--- src/design/fsp_pkg.sv ---
// Package with constants and types shared by the self-programming controller ends.
package fsp_pkg;
    // Register offset and control bit positions.
    localparam logic [7:0] FSP_CSR_ADDR = 8'h37;
    localparam logic [7:0] FSP_CSR_RESET = 8'h00;
    localparam int FSP_BIT_EN = 0;
    localparam int FSP_BIT_ERASE = 1;
    localparam int FSP_BIT_WRITE = 2;
    localparam int FSP_BIT_RFL = 3;
    localparam int FSP_BIT_CLR = 4;
    // Accepted command patterns in the lower five control bits.
    localparam logic [4:0] FSP_CMD_LOAD = 5'h01;
    localparam logic [4:0] FSP_CMD_ERASE = 5'h03;
    localparam logic [4:0] FSP_CMD_WRITE = 5'h05;
    localparam logic [4:0] FSP_CMD_RFL = 5'h09;
    localparam logic [4:0] FSP_CMD_CLR = 5'h11;
    // Arming windows in cycles.
    localparam logic [2:0] FSP_STORE_WIN = 3'h4;
    localparam logic [2:0] FSP_LOAD_WIN = 3'h3;
    // Fuse/lock read pointers.
    localparam logic [15:0] FSP_PTR_FUSE_LO = 16'h0000;
    localparam logic [15:0] FSP_PTR_LOCK = 16'h0001;
    localparam logic [15:0] FSP_PTR_FUSE_HI = 16'h0003;
    // Flash operation time in nanoseconds and clock period.
    localparam longint FSP_T_OP_MIN_NS = 64'd3700000;
    localparam longint FSP_T_OP_MAX_NS = 64'd4500000;
    localparam longint FSP_CLK_NS = 64'd50;
    localparam longint FSP_OP_MIN_CYC = (FSP_T_OP_MIN_NS + FSP_CLK_NS - 1) / FSP_CLK_NS;
    localparam longint FSP_OP_MAX_CYC = FSP_T_OP_MAX_NS / FSP_CLK_NS;
    // Flash array operation codes.
    typedef enum logic [1:0] {
        FSP_OP_NONE = 2'b00,
        FSP_OP_ERASE = 2'b01,
        FSP_OP_WRITE = 2'b10
    } fsp_op_t;
endpackage

--- src/design/fsp_if.sv ---
// Interface joining the processor-side master and the self-programming controller.
`timescale 1ns/100ps
`default_nettype none
interface fsp_if;
    logic csr_wr;
    logic [7:0] csr_wdata;
    logic [7:0] csr_rdata;
    logic store_program_instruction;
    logic load_program_instruction;
    logic [15:0] pointer;
    logic [15:0] data_register_pair;
    logic [7:0] load_data;
    logic load_valid;
    logic cpu_stall;
    logic eeprom_write_busy_flag;
    modport device (
        input csr_wr, csr_wdata, store_program_instruction, load_program_instruction,
        input pointer, data_register_pair, eeprom_write_busy_flag,
        output csr_rdata, load_data, load_valid, cpu_stall
    );
    modport core (
        output csr_wr, csr_wdata, store_program_instruction, load_program_instruction,
        output pointer, data_register_pair, eeprom_write_busy_flag,
        input csr_rdata, load_data, load_valid, cpu_stall
    );
endinterface
`default_nettype wire

--- src/design/fsp_page_buffer.sv ---
// Temporary page buffer with per-word valid flags and whole-buffer clear.
`timescale 1ns/100ps
`default_nettype none
module fsp_page_buffer
    import fsp_pkg::*;
#(
    parameter int WORDS = 32,
    parameter int IW = 5
) (
    input wire logic sys_clk,
    input wire logic rst_b,
    input wire logic wr_en,
    input wire logic [IW-1:0] wr_idx,
    input wire logic [15:0] wr_data,
    input wire logic clear,
    input wire logic [IW-1:0] rd_idx,
    output logic [15:0] rd_data,
    output logic rd_valid
);
    logic [15:0] mem [WORDS];
    logic [WORDS-1:0] valid;

    // Valid flags drop on clear; an unloaded word reads as erased flash.
    genvar g;
    for (g = 0; g < WORDS; g++) begin : g_word
        always_ff @(posedge sys_clk or negedge rst_b) begin
            if (!rst_b) begin
                valid[g] <= 1'b0;
            end else if (clear) begin
                valid[g] <= 1'b0;
            end else if (wr_en && wr_idx == IW'(g)) begin
                valid[g] <= 1'b1;
            end
        end
        always_ff @(posedge sys_clk) begin
            if (wr_en && wr_idx == IW'(g)) begin
                mem[g] <= wr_data;
            end
        end
    end

    assign rd_valid = valid[rd_idx];
    assign rd_data = valid[rd_idx] ? mem[rd_idx] : 16'hffff;
endmodule
`default_nettype wire

--- src/design/fsp_ctrl.sv ---
// Self-programming controller: control register, page buffer and flash sequencing.
//
// Implementation choice: the plain strobed port.
`timescale 1ns/100ps
`default_nettype none
// Operation
// RULE1 - 00000001 plus store loads pair into buffer
// RULE2 - Buffer clears after write, clear bit, reset
// RULE3 - Software never loads a word twice
// RULE4 - EEPROM write during loading discards buffer
// RULE5 - 00000101 plus store writes pointer page
// RULE6 - Processor stalls for whole page write
// RULE7 - Low pointer bits word, high bits page
// RULE8 - Software uses same page erase and write
// RULE9 - Load reads bytes; store ignores byte select
// RULE10 - EEPROM busy blocks programming and fuse reads
// RULE11 - Software polls EEPROM busy before control write
// RULE12 - Pointer 0001 read returns two lock bits
// RULE13 - Pointers 0000/0003 return low/high fuse bytes
// RULE14 - Read bits clear on read or timeout
// RULE15 - Programmed bits read zero, unprogrammed one
// RULE16 - Reset lets running flash write finish
// RULE17 - Erase/write last 3.7 to 4.5 ms
// RULE18 - Control bits 7:5 read zero
// RULE19 - Clear bit while filling empties buffer
// RULE20 - Write bit arms store, self-clears
// RULE21 - Erase bit arms store, self-clears, stalls
// RULE22 - Enable arms four cycles, holds during operation
// RULE23 - 00000011 plus store erases pointer page
// RULE24 - Other patterns ignored without side effect
module fsp_ctrl
    import fsp_pkg::*;
#(
    parameter int WORD_BITS = 5,
    parameter int PAGE_BITS = 7,
    parameter int OP_CYCLES = int'(FSP_OP_MIN_CYC),
    parameter logic [7:0] FUSE_LOW = 8'h62,
    parameter logic [7:0] FUSE_HIGH = 8'hdf,
    parameter logic [1:0] LOCK_BITS = 2'h3
) (
    input wire logic sys_clk,
    input wire logic rst_b,
    input wire logic por_b,
    fsp_if.device bus,
    output logic flash_start,
    output fsp_op_t flash_op,
    output logic [PAGE_BITS-1:0] flash_page,
    output logic [WORD_BITS-1:0] flash_word_idx,
    input wire logic [WORD_BITS-1:0] flash_rd_word_idx,
    output logic [15:0] flash_wdata,
    output logic flash_wvalid,
    output logic flash_busy
);
    typedef enum logic [1:0] {
        FSP_IDLE = 2'b00,
        FSP_ARMED = 2'b01,
        FSP_BUSY = 2'b10
    } fsp_state_t;

    fsp_state_t state;
    fsp_state_t next_state;
    logic [4:0] ctrl;
    logic [4:0] next_ctrl;
    logic [2:0] win;
    logic [2:0] next_win;
    logic [31:0] op_cnt;
    logic loading;
    logic eep_busy;

    // The EEPROM busy flag comes from logic on this same clock, so it is used as is.
    // Extra flops here would let a command slip in during the first busy cycles.
    assign eep_busy = bus.eeprom_write_busy_flag; // RULE10

    wire [4:0] wcmd = bus.csr_wdata[4:0];
    wire cmd_ok = wcmd == FSP_CMD_LOAD || wcmd == FSP_CMD_ERASE || wcmd == FSP_CMD_WRITE
        || wcmd == FSP_CMD_RFL || wcmd == FSP_CMD_CLR; // RULE24
    wire fuse_cmd = wcmd == FSP_CMD_RFL;
    wire csr_take = bus.csr_wr && state == FSP_IDLE && cmd_ok
        && !(eep_busy && wcmd != FSP_CMD_CLR); // RULE10
    wire do_clear = csr_take && wcmd == FSP_CMD_CLR; // RULE19
    wire armed = state == FSP_ARMED;
    wire store_hit = armed && bus.store_program_instruction && ctrl != FSP_CMD_RFL;
    wire load_hit = armed && bus.load_program_instruction && ctrl == FSP_CMD_RFL && !eep_busy;
    wire buf_load = store_hit && ctrl == FSP_CMD_LOAD; // RULE1
    wire op_start = store_hit && (ctrl == FSP_CMD_ERASE || ctrl == FSP_CMD_WRITE); // RULE5 RULE23
    wire win_limit_hit = win == 3'h1;
    wire [WORD_BITS-1:0] word_idx = bus.pointer[WORD_BITS:1]; // RULE7 RULE9
    wire [PAGE_BITS-1:0] page_idx = bus.pointer[WORD_BITS+PAGE_BITS:WORD_BITS+1]; // RULE7
    wire op_done = state == FSP_BUSY && op_cnt == 32'(OP_CYCLES - 1);
    wire eep_kill = loading && eep_busy; // RULE4
    wire buf_clear = do_clear || eep_kill || (op_done && flash_op == FSP_OP_WRITE); // RULE2

    // Command sequencing; enable and command bits hold through the whole operation.
    always_comb begin
        next_state = state;
        next_ctrl = ctrl;
        next_win = win;
        case (state)
            FSP_IDLE: begin
                if (csr_take && !do_clear) begin
                    next_state = FSP_ARMED;
                    next_ctrl = wcmd;
                    next_win = fuse_cmd ? FSP_LOAD_WIN : FSP_STORE_WIN; // RULE14 RULE22
                end
            end
            FSP_ARMED: begin
                if (op_start) begin
                    next_state = FSP_BUSY; // RULE22
                end else if (store_hit || load_hit || win_limit_hit) begin
                    next_state = FSP_IDLE; // RULE14 RULE20 RULE21 RULE22
                    next_ctrl = 5'h00;
                end else begin
                    next_win = win - 3'h1;
                end
            end
            FSP_BUSY: begin
                if (op_done) begin
                    next_state = FSP_IDLE; // RULE20 RULE21
                    next_ctrl = 5'h00;
                end
            end
            default: begin
                next_state = FSP_IDLE;
                next_ctrl = 5'h00;
            end
        endcase
    end

    // The sequencer rides on power-on reset so a system reset cannot cut a running operation short.
    always_ff @(posedge sys_clk or negedge por_b) begin
        if (!por_b) begin
            state <= FSP_IDLE;
            ctrl <= 5'h00;
            win <= 3'h0;
        end else begin
            state <= next_state; // RULE16
            ctrl <= next_ctrl;
            win <= next_win;
        end
    end

    // Operation timer sets the erase/write duration.
    always_ff @(posedge sys_clk or negedge por_b) begin
        if (!por_b) begin
            op_cnt <= 32'h0;
            flash_op <= FSP_OP_NONE;
            flash_page <= '0;
        end else if (op_start) begin
            op_cnt <= 32'h0;
            flash_op <= (ctrl == FSP_CMD_WRITE) ? FSP_OP_WRITE : FSP_OP_ERASE;
            flash_page <= page_idx; // RULE5 RULE23
        end else if (state == FSP_BUSY) begin
            op_cnt <= op_cnt + 32'h1; // RULE17
            if (op_done) begin
                flash_op <= FSP_OP_NONE;
            end
        end
    end

    // Loading is tracked so an EEPROM write mid-fill can discard the partial page.
    always_ff @(posedge sys_clk or negedge rst_b) begin
        if (!rst_b) begin
            loading <= 1'b0;
        end else if (buf_clear) begin
            loading <= 1'b0;
        end else if (buf_load) begin
            loading <= 1'b1;
        end
    end

    // Fuse and lock read, plain flash reads pass through the core; programmed bits read zero.
    wire [7:0] fuse_val = (bus.pointer == FSP_PTR_LOCK) ? {6'h3f, LOCK_BITS} // RULE12 RULE15
        : (bus.pointer == FSP_PTR_FUSE_HI) ? FUSE_HIGH // RULE13
        : (bus.pointer == FSP_PTR_FUSE_LO) ? FUSE_LOW : 8'hff;
    always_ff @(posedge sys_clk or negedge rst_b) begin
        if (!rst_b) begin
            bus.load_data <= 8'h00;
            bus.load_valid <= 1'b0;
        end else begin
            bus.load_valid <= load_hit;
            if (load_hit) begin
                bus.load_data <= fuse_val;
            end
        end
    end

    fsp_page_buffer #(
        .WORDS(1 << WORD_BITS),
        .IW(WORD_BITS)
    ) u_buf (
        .sys_clk(sys_clk),
        .rst_b(rst_b),
        .wr_en(buf_load && !buf_clear),
        .wr_idx(word_idx),
        .wr_data(bus.data_register_pair),
        .clear(buf_clear || !rst_b),
        .rd_idx(flash_rd_word_idx),
        .rd_data(flash_wdata),
        .rd_valid(flash_wvalid)
    );

    assign bus.csr_rdata = {3'h0, ctrl}; // RULE18
    assign bus.cpu_stall = state == FSP_BUSY; // RULE6 RULE21
    assign flash_start = op_start;
    assign flash_busy = state == FSP_BUSY;
    assign flash_word_idx = word_idx;
endmodule
`default_nettype wire

--- src/flat_wrapper.sv ---
// flat-port wrapper written by rule: the top's interface ports become plain ports
module fsp_ctrl_flat import fsp_pkg::*;
#(
    parameter int WORD_BITS = 5,
    parameter int PAGE_BITS = 7,
    parameter int OP_CYCLES = int'(FSP_OP_MIN_CYC),
    parameter logic [7:0] FUSE_LOW = 8'h62,
    parameter logic [7:0] FUSE_HIGH = 8'hdf,
    parameter logic [1:0] LOCK_BITS = 2'h3
)
  (sys_clk, rst_b, por_b, flash_start, flash_op, flash_page, flash_word_idx, flash_rd_word_idx, flash_wdata, flash_wvalid, flash_busy, bus_csr_wr, bus_csr_wdata, bus_store_program_instruction, bus_load_program_instruction, bus_pointer, bus_data_register_pair, bus_eeprom_write_busy_flag, bus_csr_rdata, bus_load_data, bus_load_valid, bus_cpu_stall);
  fsp_if bus_i ();
  input wire logic sys_clk;
  input wire logic rst_b;
  input wire logic por_b;
  output logic flash_start;
  output fsp_op_t flash_op;
  output logic [PAGE_BITS-1:0] flash_page;
  output logic [WORD_BITS-1:0] flash_word_idx;
  input wire logic [WORD_BITS-1:0] flash_rd_word_idx;
  output logic [15:0] flash_wdata;
  output logic flash_wvalid;
  output logic flash_busy;
  input wire logic [$bits(bus_i.csr_wr)-1:0] bus_csr_wr;
  input wire logic [$bits(bus_i.csr_wdata)-1:0] bus_csr_wdata;
  input wire logic [$bits(bus_i.store_program_instruction)-1:0] bus_store_program_instruction;
  input wire logic [$bits(bus_i.load_program_instruction)-1:0] bus_load_program_instruction;
  input wire logic [$bits(bus_i.pointer)-1:0] bus_pointer;
  input wire logic [$bits(bus_i.data_register_pair)-1:0] bus_data_register_pair;
  input wire logic [$bits(bus_i.eeprom_write_busy_flag)-1:0] bus_eeprom_write_busy_flag;
  output wire logic [$bits(bus_i.csr_rdata)-1:0] bus_csr_rdata;
  output wire logic [$bits(bus_i.load_data)-1:0] bus_load_data;
  output wire logic [$bits(bus_i.load_valid)-1:0] bus_load_valid;
  output wire logic [$bits(bus_i.cpu_stall)-1:0] bus_cpu_stall;
  assign bus_i.csr_wr = bus_csr_wr;
  assign bus_i.csr_wdata = bus_csr_wdata;
  assign bus_i.store_program_instruction = bus_store_program_instruction;
  assign bus_i.load_program_instruction = bus_load_program_instruction;
  assign bus_i.pointer = bus_pointer;
  assign bus_i.data_register_pair = bus_data_register_pair;
  assign bus_i.eeprom_write_busy_flag = bus_eeprom_write_busy_flag;
  assign bus_csr_rdata = bus_i.csr_rdata;
  assign bus_load_data = bus_i.load_data;
  assign bus_load_valid = bus_i.load_valid;
  assign bus_cpu_stall = bus_i.cpu_stall;
  fsp_ctrl #(.WORD_BITS(WORD_BITS), .PAGE_BITS(PAGE_BITS), .OP_CYCLES(OP_CYCLES), .FUSE_LOW(FUSE_LOW), .FUSE_HIGH(FUSE_HIGH), .LOCK_BITS(LOCK_BITS)) u_core (.sys_clk(sys_clk), .rst_b(rst_b), .por_b(por_b), .bus(bus_i), .flash_start(flash_start), .flash_op(flash_op), .flash_page(flash_page), .flash_word_idx(flash_word_idx), .flash_rd_word_idx(flash_rd_word_idx), .flash_wdata(flash_wdata), .flash_wvalid(flash_wvalid), .flash_busy(flash_busy));
endmodule
--- config.mk ---
export PLATFORM = sky130hd
export DESIGN_NAME = fsp_ctrl_flat
export DESIGN_NICKNAME = d
export VERILOG_FILES = /design/src/design/fsp_pkg.sv /design/src/design/fsp_if.sv /design/src/design/fsp_page_buffer.sv /design/src/design/fsp_ctrl.sv /design/src/flat_wrapper.sv
export SDC_FILE = /design/constraint.sdc
export NUM_CORES = 1
export LEC_CHECK = 0
export BUFFER_PORTS_ARGS = -buffer_cell sky130_fd_sc_hd__buf_2
export CAP_MARGIN = 20
export CORE_MARGIN = 2
export CORE_UTILIZATION = 45
export DETAILED_ROUTE_END_ITERATION = 7
export MAX_ROUTING_LAYER = met4
export PLACE_DENSITY = 0.68
export SYNTH_ARGS = -nofsm -noshare
export SYNTH_HDL_FRONTEND = slang
export SYNTH_HIERARCHICAL = 1
export SYNTH_SLANG_ARGS = --single-unit
--- constraint.sdc ---
create_clock -name sys_clk -period 3.71 [get_ports sys_clk]
set_input_delay 0.1855 -clock sys_clk [delete_from_list [all_inputs] [get_ports sys_clk]]
set_output_delay 0.1855 -clock sys_clk [all_outputs]
set_load 0.05 [all_outputs]
---- Yosys cells after proc, flatten, opt, wreduce, memory -nomap -nowiden ----
Memories as Yosys holds them, arrays and structs flattened.
Cells that the tools add are included.
Widths: inputs -> output; s select.
storage, ports and cells
  memory bits (read-only) ................. 0
  bits in writable memories ............... 512
  bits of input ports ..................... 52
  word-level logic and storage cells ...... 487
  output and inout port bits .............. 51
  bits in registers ....................... 93
  bits in latches ......................... 0
  memories kept ........................... 1
memory list
  memory            depth  width  read ports  clocked after Yosys merged registers in  write ports  line                   RTL
  u_core.u_buf.mem  32     16     1           0                                        1            fsp_page_buffer.sv:20  logic [15:0] mem [WORDS];
cells by class
  multiplexer cells ....................... 249
  bitwise logic cells ..................... 0
  shift-type cells ........................ 0
  reductions and logical operators ........ 138
  equality and inequality tests ........... 55
  add/sub/neg operators ................... 2
  $mul .................................... 0
  divide/modulo/power cells ............... 0
  $lt $le $gt $ge ......................... 1
operators by type and width
  operator               number
  $mux 16                32
  $reduce_or 16->1       31
  $mux 5                 35
  $mux 1                 162
  $eq 5x5->1 const B     17
  $reduce_bool 2->1      36
  $mux 32                2
  $eq 5x4->1 const B     10
  $logic_and 1x1->1      49
  $add 32x1->32 const B  1
  $eq 32x17->1 const B   1
  $eq 5x3->1 const B     6
  $mux 8                 3
  $eq 5x2->1 const B     4
  $eq 16x1->1 const B    1
  $eq 16x2->1 const B    1
  $logic_not 16->1       1
  $eq 5x1->1 const B     3
  $pmux 5 s3             1
  $mux 2                 7
  $mux 3                 4
  $logic_or 1x1->1       10
  $ne 2x2->1 const B     4
  $reduce_and 4->1       2
  other kinds (17)       22

---- Longest topological paths before layout ----
Gate-level depths: netlist (run 1).
  depth in word-level cells ............... 47
  gate-level depth with buffers ........... 11
  gate-level depth less buffers ........... 11

---- Modules after synthesis ----
The synthesis (run 1) kept the hierarchy.
by module, submodules not included
  module           sequential area each (µm²)  cells each  times used  area an instance (µm²)
  fsp_page_buffer  16175.5                     1118        1           21584.5
  fsp_ctrl         1401.3                      297         1           3024.2

---- Least setup slack after synthesis (run 1) ----
No wires, ideal clock.
  path kind ............................... reg-to-reg
  from .................................... reg u_core.ctrl[4]
  to ...................................... mem u_core.u_buf.mem[12][0], enable pin
  library setup time ...................... 390 ps
  cell stages (with the launch flop) ...... 9
  period minus slack after synthesis ...... 3011 ps
  path buffers ............................ 0
  path slack .............................. 699 ps
  required time ........................... 3320 ps
  arrival ................................. 2621 ps
  cells stage by stage .................... dfrtp_1 nand2b_1 nor3_1 nand2_1 nor2_1 and2_1 nor2b_1 nand3_1 nor2_1
on the way
  word-level cells in the longest chain between the ends .. 39
  elaborated cells between the ends (all ways) .. 194
  those cells by class .................... 2 x eq/ne; 126 x mux; 66 x reduce/logical
RTL lines
  element                                                    line                   RTL
  start, declared                                            fsp_ctrl.sv:62         logic [4:0] ctrl;
  start signal, assigned                                     fsp_ctrl.sv:137        ctrl <= next_ctrl;
  $ne 5x4->1                                                 fsp_ctrl.sv:82         wire store_hit = armed && bus.store_program_instruction && ctrl != FSP_CMD_RFL;
  $logic_and 1x1->1                                          fsp_ctrl.sv:82
  $logic_and 1x1->1 *                                        fsp_ctrl.sv:84         wire buf_load = store_hit && ctrl == FSP_CMD_LOAD;
  $logic_and 1x1->1 *                                        fsp_ctrl.sv:193        .wr_en(buf_load && !buf_clear),
  $logic_and 1x1->1                                          fsp_page_buffer.sv:36  if (wr_en && wr_idx == IW'(g)) begin
  $mux 1                                                     fsp_page_buffer.sv:36
  $mux 1 (not written as such)                               fsp_page_buffer.sv:37  mem[g] <= wr_data;
  $reduce_or 16->1 (no line)                                 n/a
  $mux 5 (no line) or $mux 1 (tied branches) (31 in series)  n/a
  end, declared                                              fsp_page_buffer.sv:20
Mark *: on every way between the ends. The rest lies on a longest branch, timed or not.

---- Final worst setup path (run 1) ----
  from .................................... in flash_rd_word_idx[2]
  to ...................................... out flash_wdata[5]
on the way
  word-level cells in the longest chain between the ends .. 3
  elaborated cells between the ends (all ways) .. 4
  those cells by class .................... 3 x mux; 1 x memory
RTL lines
  element                       line                   RTL
  start, declared               flat_wrapper.sv:20     input wire logic [WORD_BITS-1:0] flash_rd_word_idx;
  $bmux 1 s5                    fsp_page_buffer.sv:43  assign rd_data = valid[rd_idx] ? mem[rd_idx] : 16'hffff;
  $mux 1 (not written as such)  fsp_page_buffer.sv:43
  $mux 16 *                     fsp_page_buffer.sv:43
  end, declared                 flat_wrapper.sv:21     output logic [15:0] flash_wdata;
Mark *: on every way between the ends. The rest lies on a longest branch, timed or not. The select of a mux whose other input is x is not followed.

==> results.yml, run 1 <==
finish:
  nNetsFinal: 1615
  utilization_pct: 51.9
  drive_gt1_share_pct: 22.6
  area_delta_synth_final_pct: 13.8
hold_path:
  timing.hold.worst.class: "in -> reg"
  hold_path_depth: 4
  min_to: "u_core/loading$_DFFE_PN0P_"
  worst_hold_startpoint: "bus_eeprom_write_busy_flag"
clocking:
  cts_made_buffers: 59
  clk_root_buffer_cell: "clkbuf_16"
  clock_tree.buffer_depth: 3
  clock_h_tree_levels: 2
  worst_skew_pair.late_latency_ns: 0.63
  clk_pin_slew_ns: 0.06
  clock-sinks: 600
  tritoncts: "done"
logic_synthesis:
  ys_dominant_reg_cell: "edfxtp_1"
  post_synth_inst_count: 1415
  synth_edf_count: 512
  yosys_register_bits: 600
  synth_area_um2: 24600
  syn_area_per_cell_um2: 17.4
  yosys.cell_types.count: 70
  warning_count_from_the_yosys_run: 6
  ys_async_sr_fraction_pct: 14.7
  yosysSeqAreaShare_pct: 71.4
power:
  power_frac_clock_pct: 40.4
  share_comb_of_total_power_pct: 8.2
  cell_internal_pwr_mw: 11.3
  seq_power_share_pct: 51.4
  power-per-cell-area_nw_per_um2: 525
  cellLeakagePower_nw: 9.83
  vdd_drop_max_mv: 0.406
  power.switching_fraction_pct: 23.3
  power.net_switching_mw: 3.43
global_route:
  global_route.overflow_total: 0
  grt_start_max_net_pins: 61
  grt_antenna_before_repair: 1
  grt_pass1_vias: 13400
  tot_gr_track_use_pct: 20.4
  grt_pass1_wl_um: 83300
setup_path:
  worstSetupPathType: "in -> out"
  path_max_fanout: 17
  regToRegSetupSlack_ns: 0.60
  regToRegStartpoint: "u_core/op_cnt[0]$_DFFE_PN0P_"
  timing.critical_path.required_ns: 3.52
  reg2reg_depth: 10
  slowest_stage: "nor2_1"
  critical_path.cell_chain: "buf_2 -> nor2_1 -> a22oi_1 -> nand4_1 -> a21oi_1 -> a311o_1 -> o211ai_1 -> buf_2"
  crit_path_end_kind: "output port"
  slowest_delay_ns: 0.88
  arrival_ns: 3.07
  crit_path_frequent_cell: "buf_2"
  rr_endpoint: "u_core/u_buf/mem[10][12]$_DFFE_PP_"
  start_kind: "primary input"
timing:
  fin_setup_tns_ns: 0
  achievable-frequency_mhz: 307
  grt_setup_unrepaired: "no"
  finalHoldViolations: 0
  maxSlewViolCount: 0
  period_needed_ns: 3.25
  tightestPinTransition_ns: 1.11
  slew-limit-headroom_pct: 25.9
  clock_skew_ns: 0.0279
  setup_violations: 0
  period_utilization_pct: 87.7
floorplan:
  floorplan.core_area_um2: 53900
  die_h_um: 238
  fp-row-count: 85
  die_area_um2: 56600
  floorplan.io_pins: 103
  floorplan.die.width_um: 238
  initial_core_util_pct: 45.6
drt:
  detailedRoute.firstIterationViolations: 1102
  postRouteAntennaNets: 0
  avgRoutedWirePerCell_um: 24.0
  drcViolationCount: 0
  detail_route.vias_per_cell: 5.78
  detailedRoute.firstPassIterationCount: 5
  finalWirelength_um: 55200
  vias: 13300
run_status:
  outcome: "finished, final reports clean"
placed_design:
  port_buffers: 96
  gp_congestion: 0.823
  dp.final_hpwl_um: 33200
run:
  max_cap_viol_count: 0
-- worst max-delay path by stage --
| stage | startpoint | endpoint | depth (start not counted) |
|---|---|---|---|
| after detailed placement | flash_rd_word_idx[1] | flash_wdata[5] | 8 |
| after CTS | u_core/u_buf/valid[23]$_DFFE_PN0P_ | flash_wdata[8] | 7 |
| after global placement | flash_rd_word_idx[1] | flash_wdata[14] | 8 |
| after floorplan | u_core/ctrl[4]$_DFFE_PN0P_ | u_core/u_buf/mem[12][0]$_DFFE_PP_ | 8 |
| after global routing | u_core/op_cnt[0]$_DFFE_PN0P_ | u_core/u_buf/mem[10][12]$_DFFE_PP_ | 10 |
| final | flash_rd_word_idx[2] | flash_wdata[5] | 8 |
-- power by group through the flow --
stage | sequential [mW] | combinational [mW] | clock, mW
floorplan | 7.75 | 0.757 | 0
global placement | 7.69 | 1.17 | 0
finish | 7.56 | 1.20 | 5.93
CTS | 7.56 | 1.21 | 6.05
global route | 7.57 | 1.30 | 6.33
detailed placement | 7.69 | 1.20 | 0
-- metrics by stage --
stage | power, mW | worst slack [ns] | cells | area, µm² | hold WS [ns]
final | 14.7 | 0.457 | 2305 | 28000 | 0.0477
after global routing | 15.2 | 0.294 | 2304 | 28000 | 0.0388
after CTS | 14.8 | 0.537 | 2302 | 28000 | 0.000724
after detailed placement | 8.89 | 0.613 | 2176 | 25900 | 0.284
after global placement | 8.86 | 0.708 | 2176 | 25900 | 0.270
after floorplan | 8.50 | 0.699 | 1417 | 24600 | -0.110
-- synthesized netlist by cell type (7+ instances only) --
library cell  instances  area (µm²)
edfxtp_1            512       15400
mux2i_1             146        1460
nor2_1              136         510
dfrtp_1              88        2200
mux4_2               64        1440
a221oi_1             42         368
nand2_1              31         116
clkbuf_1             27         101
o21ai_1              27         135
xor2_1               26         228
a221oi_2             22         330
buf_4                22         165
buf_6                21         236
nand3_1              19        95.1
o21a_1               19         143
a22o_1               16         140
nand4_1              16         100
o211ai_1             16         120
o311ai_1             14         123
inv_1                10        37.5
buf_2                 9        45.0
nor4_1                9        56.3
o21ai_0               9        45.0
nor2b_1               8        50.1
a21oi_1               7        35.0
-- cell usage in the layout, fill, tap and decap left out, types with 22 or more instances in the layout --
cell type	instances
buf_2	93
mux4_2	64
nand2_1	31
a221oi_1	42
a221oi_2	22
xor2_1	26
nor2_1	122
mux2i_1	146
dfrtp_1	88
buf_4	51
o21ai_1	27
clkbuf_16	60
edfxtp_1	512
-- worst max-delay path, delay by kind of cell --
family	cells	cell delay, ns
and+or+nand+nor	2	1.05
AOI/OAI and AO/OA	4	1.23
buffers and inverters	2	0.59
-- area by class of cell --
| type | count | area [µm²] |
|---|---|---|
| inverters | 11 | 41.3 |
| flip-flops and latches | 600 | 17600 |
| well taps | 696 | 871 |
| clock buffers | 77 | 1590 |
| clock inverters | 31 | 343 |
| multi-input cells | 713 | 6300 |
| repair buffers | 175 | 1280 |
| diodes | 2 | 5.00 |
| fillers | 4284 | 25900 |
-- repair_timing --
item                                   in CTS  in global routing
endpoints found under the hold margin     100                  0
hold buffers                               18                  0
setup buffers                               0                  0
resized for setup                           0                  0
-- sequential cells by signal (all words and copies together) (netlist names) --
| name | flops |
|---|---|
| u_core/bus.load_data | 3 |
| u_core/bus.load_valid | 1 |
| u_core/ctrl | 5 |
| u_core/flash_op | 2 |
| u_core/flash_page | 7 |
| u_core/loading | 1 |
| u_core/op_cnt | 32 |
| u_core/state | 2 |
| u_core/u_buf/mem | 512 |
| u_core/u_buf/valid | 32 |
| u_core/win | 3 |
-- cell families after synthesis --
kind of cell	Yosys count	synth area share [%]
compound gates	193	6.62
flops	600	71.4
other cells	1	0.0152
buf+inv	104	3.19
simple gates	265	5.33
xor+xnor	31	1.10
fa+ha+maj	4	0.198
mux	217	12.1
-- per-layer routing --
layer  routed length [µm]  track usage, %  share of wire [%]  vias to the layer above
li1                     -               -                  -                     5910
met1                23400            26.9                 42                     6919
met2                26600            32.3                 48                      429
met3                 4090            4.32                7.4                       73
met4                 1160            5.26                2.1                        0
met5                    0               -                  0                        -
Note: power is estimated with default switching activity, not from simulation.
==> inputs of run 2 (changes only) <==
--- a/config.mk
+++ b/config.mk
@@ -7,7 +7,6 @@
 export LEC_CHECK = 0
 export BUFFER_PORTS_ARGS = -buffer_cell sky130_fd_sc_hd__buf_2
 export CAP_MARGIN = 20
-export CORE_MARGIN = 2
 export CORE_UTILIZATION = 45
 export DETAILED_ROUTE_END_ITERATION = 7
 export MAX_ROUTING_LAYER = met4
==> run 2 against run 1 <==
  * Sequential power hardly changed
  * Power is 0.71% lower
  * Cell count hardly changed
  * Clock-buffer cell count is 7 higher
  * Global-route usage is 0.43 points higher
  * Critical path depth is 1 lower
  * Via count is 0.64% higher
  * Maximum frequency is 2.2% lower
  * Clock power is 2% lower
  * Die area is 1.7% lower
  * Worst setup slack worse by 0.074 ns
  * Final area is 0.15% lower
  * Largest cell class unchanged
==> results.yml, run 2 (synthesis gave the netlist of run 1 again) <==
run_status:
  outcome: "finished, final reports clean"
finish:
  drive_gt1_share_pct: 23.0
  largest_registers: "u_core/u_buf/mem x512, u_core/op_cnt x32, u_core/u_buf/valid x32"
  mostFrequentLayoutCells: "edfxtp_1 (512), mux2i_1 (146), nor2_1 (116), buf_2 (91), dfrtp_1 (88)"
  registers.top_by_ff_count: "u_core/u_buf/mem"
  layout_commonest_cell: "edfxtp_1"
  area_delta_synth_final_pct: 13.6
  nNetsFinal: 1617
  largest_register_ffs: 512
floorplan:
  initial_core_util_pct: 45.6
  die_area_um2: 55600
  floorplan.io_pins: 103
  fp-row-count: 85
  floorplan.die.width_um: 236
  die_h_um: 236
  floorplan.core_area_um2: 53900
setup_path:
  start_kind: "flop"
  path_max_fanout: 17
  regToRegStartpoint: "u_core/op_cnt[0]$_DFFE_PN0P_"
  slowest_stage: "a311o_1"
  timing.critical_path.required_ns: 3.52
  slowest_delay_ns: 0.72
  critical_path.cell_chain: "mux2i_1 -> a22oi_1 -> nand4_1 -> a21oi_1 -> a311o_1 -> o211ai_1 -> buf_12"
  arrival_ns: 3.14
  worstSetupPathType: "reg -> out"
  crit_path_end_kind: "output port"
  cp-startpoint: "u_core/u_buf/valid[22]$_DFFE_PN0P_"
drt:
  detail_route.vias_per_cell: 5.82
  postRouteAntennaNets: 0
  detailedRoute.firstPassIterationCount: 5
  vias: 13400
  drcViolationCount: 0
  finalWirelength_um: 55600
  detailedRoute.firstIterationViolations: 1053
  avgRoutedWirePerCell_um: 24.1
global_route:
  grt_antenna_before_repair: 0
  grt_start_max_net_pins: 52
  grt_pass1_wl_um: 84200
  grt_pass1_vias: 13500
  global_route.overflow_total: 0
  tot_gr_track_use_pct: 20.8
placed_design:
  port_buffers: 96
  dp.final_hpwl_um: 33300
  gp_congestion: 0.803
  preCtsSetupSlack_ns: 0.711
clocking:
  clock_tree.buffer_depth: 3
  clk_pin_slew_ns: 0.06
  cts_made_buffers: 60
  worst_skew_pair.late_latency_ns: 0.64
  tritoncts: "done"
  clock_h_tree_levels: 2
  clk_root_buffer_cell: "clkbuf_16"
  clock-sinks: 600
run:
  max_cap_viol_count: 0
hold_path:
  timing.hold.worst.class: "in -> reg"
  worst_hold_startpoint: "bus_eeprom_write_busy_flag"
timing:
  maxSlewViolCount: 0
  setup_violations: 0
  slew-limit-headroom_pct: 26.4
  grt_setup_unrepaired: "no"
  tightestPinTransition_ns: 1.10
  finalHoldViolations: 0
  fin_setup_tns_ns: 0
  period_needed_ns: 3.33
  period_utilization_pct: 89.7
  clock_skew_ns: 0.0466
  setup_ws_ns: 0.384
  achievable-frequency_mhz: 301
power:
  cellLeakagePower_nw: 9.83
  vdd_drop_max_mv: 0.387
  power-per-cell-area_nw_per_um2: 522
## run 2: final timing paths
check | end | cells past startpoint | slack [ns]
max in group asynchronous | u_core/u_buf/valid[14]$_DFFE_PN0P_ | 2 | 2.79
min in group asynchronous | u_core/op_cnt[30]$_DFFE_PN0P_ | 3 | 0.22
worst max register to register | u_core/u_buf/mem[13][0]$_DFFE_PP_ | 10 | 0.72
worst max-delay path | flash_wdata[0] | 7 | 0.38
worst min register to register | u_core/u_buf/valid[25]$_DFFE_PN0P_ | 2 | 0.49
worst min-delay path | u_core/loading$_DFFE_PN0P_ | 4 | 0.05
## run 2: worst max-delay path, delay by kind of cell (launching register included)
kind / cells / cell delay [ns]
mux: 1 / 0.07
simple gates: 1 / 0.12
compound gates: 4 / 1.68
buf+inv: 1 / 0.31
flops: 1 / 0.35
## run 2: through the flow
stage | util, % | power, mW | hold WS [ns] | area (µm²) | instances
final | 51.9 | 14.6 | 0.0541 | 28000 | 2307
after global routing | 51.9 | 15.1 | 0.0662 | 28000 | 2306
after CTS | 51.9 | 14.7 | 0.0410 | 28000 | 2306
after detailed placement | 48.0 | 8.89 | 0.347 | 25900 | 2179
after global placement | 48.0 | 8.86 | 0.339 | 25900 | 2179
after floorplan | - | 8.50 | -0.110 | 24600 | 1417
## run 2: routing by layer
layer / wire (µm) / GRT usage [%]
met1: 24000 / 28.2
met2: 26700 / 32.5
met3: 3830 / 3.92
met4: 1010 / 5.07
met5: 0 / -
## run 2: report_power, final
group | switching (mW) | internal, mW
clock network | 2.51 | 3.31
registers | 0.133 | 7.43
logic | 0.798 | 0.408
total | 3.44 | 11.2
## run 2: repair_timing
item                                   4_1_cts  5_1_grt
endpoints found under the hold margin      100        0
hold buffers                                17        0
buffers inserted                             0        0
gates resized for setup                      0        0
## run 2: layout make-up
cell class | count | area (µm²)
clock inverters | 26 | 248
fillers | 4291 | 26000
diodes | 1 | 2.50
well taps | 696 | 871
clock buffers | 84 | 1650
inverters | 11 | 41.3
multi-input cells | 713 | 6310
flip-flops and latches | 600 | 17600
repair buffers | 176 | 1260
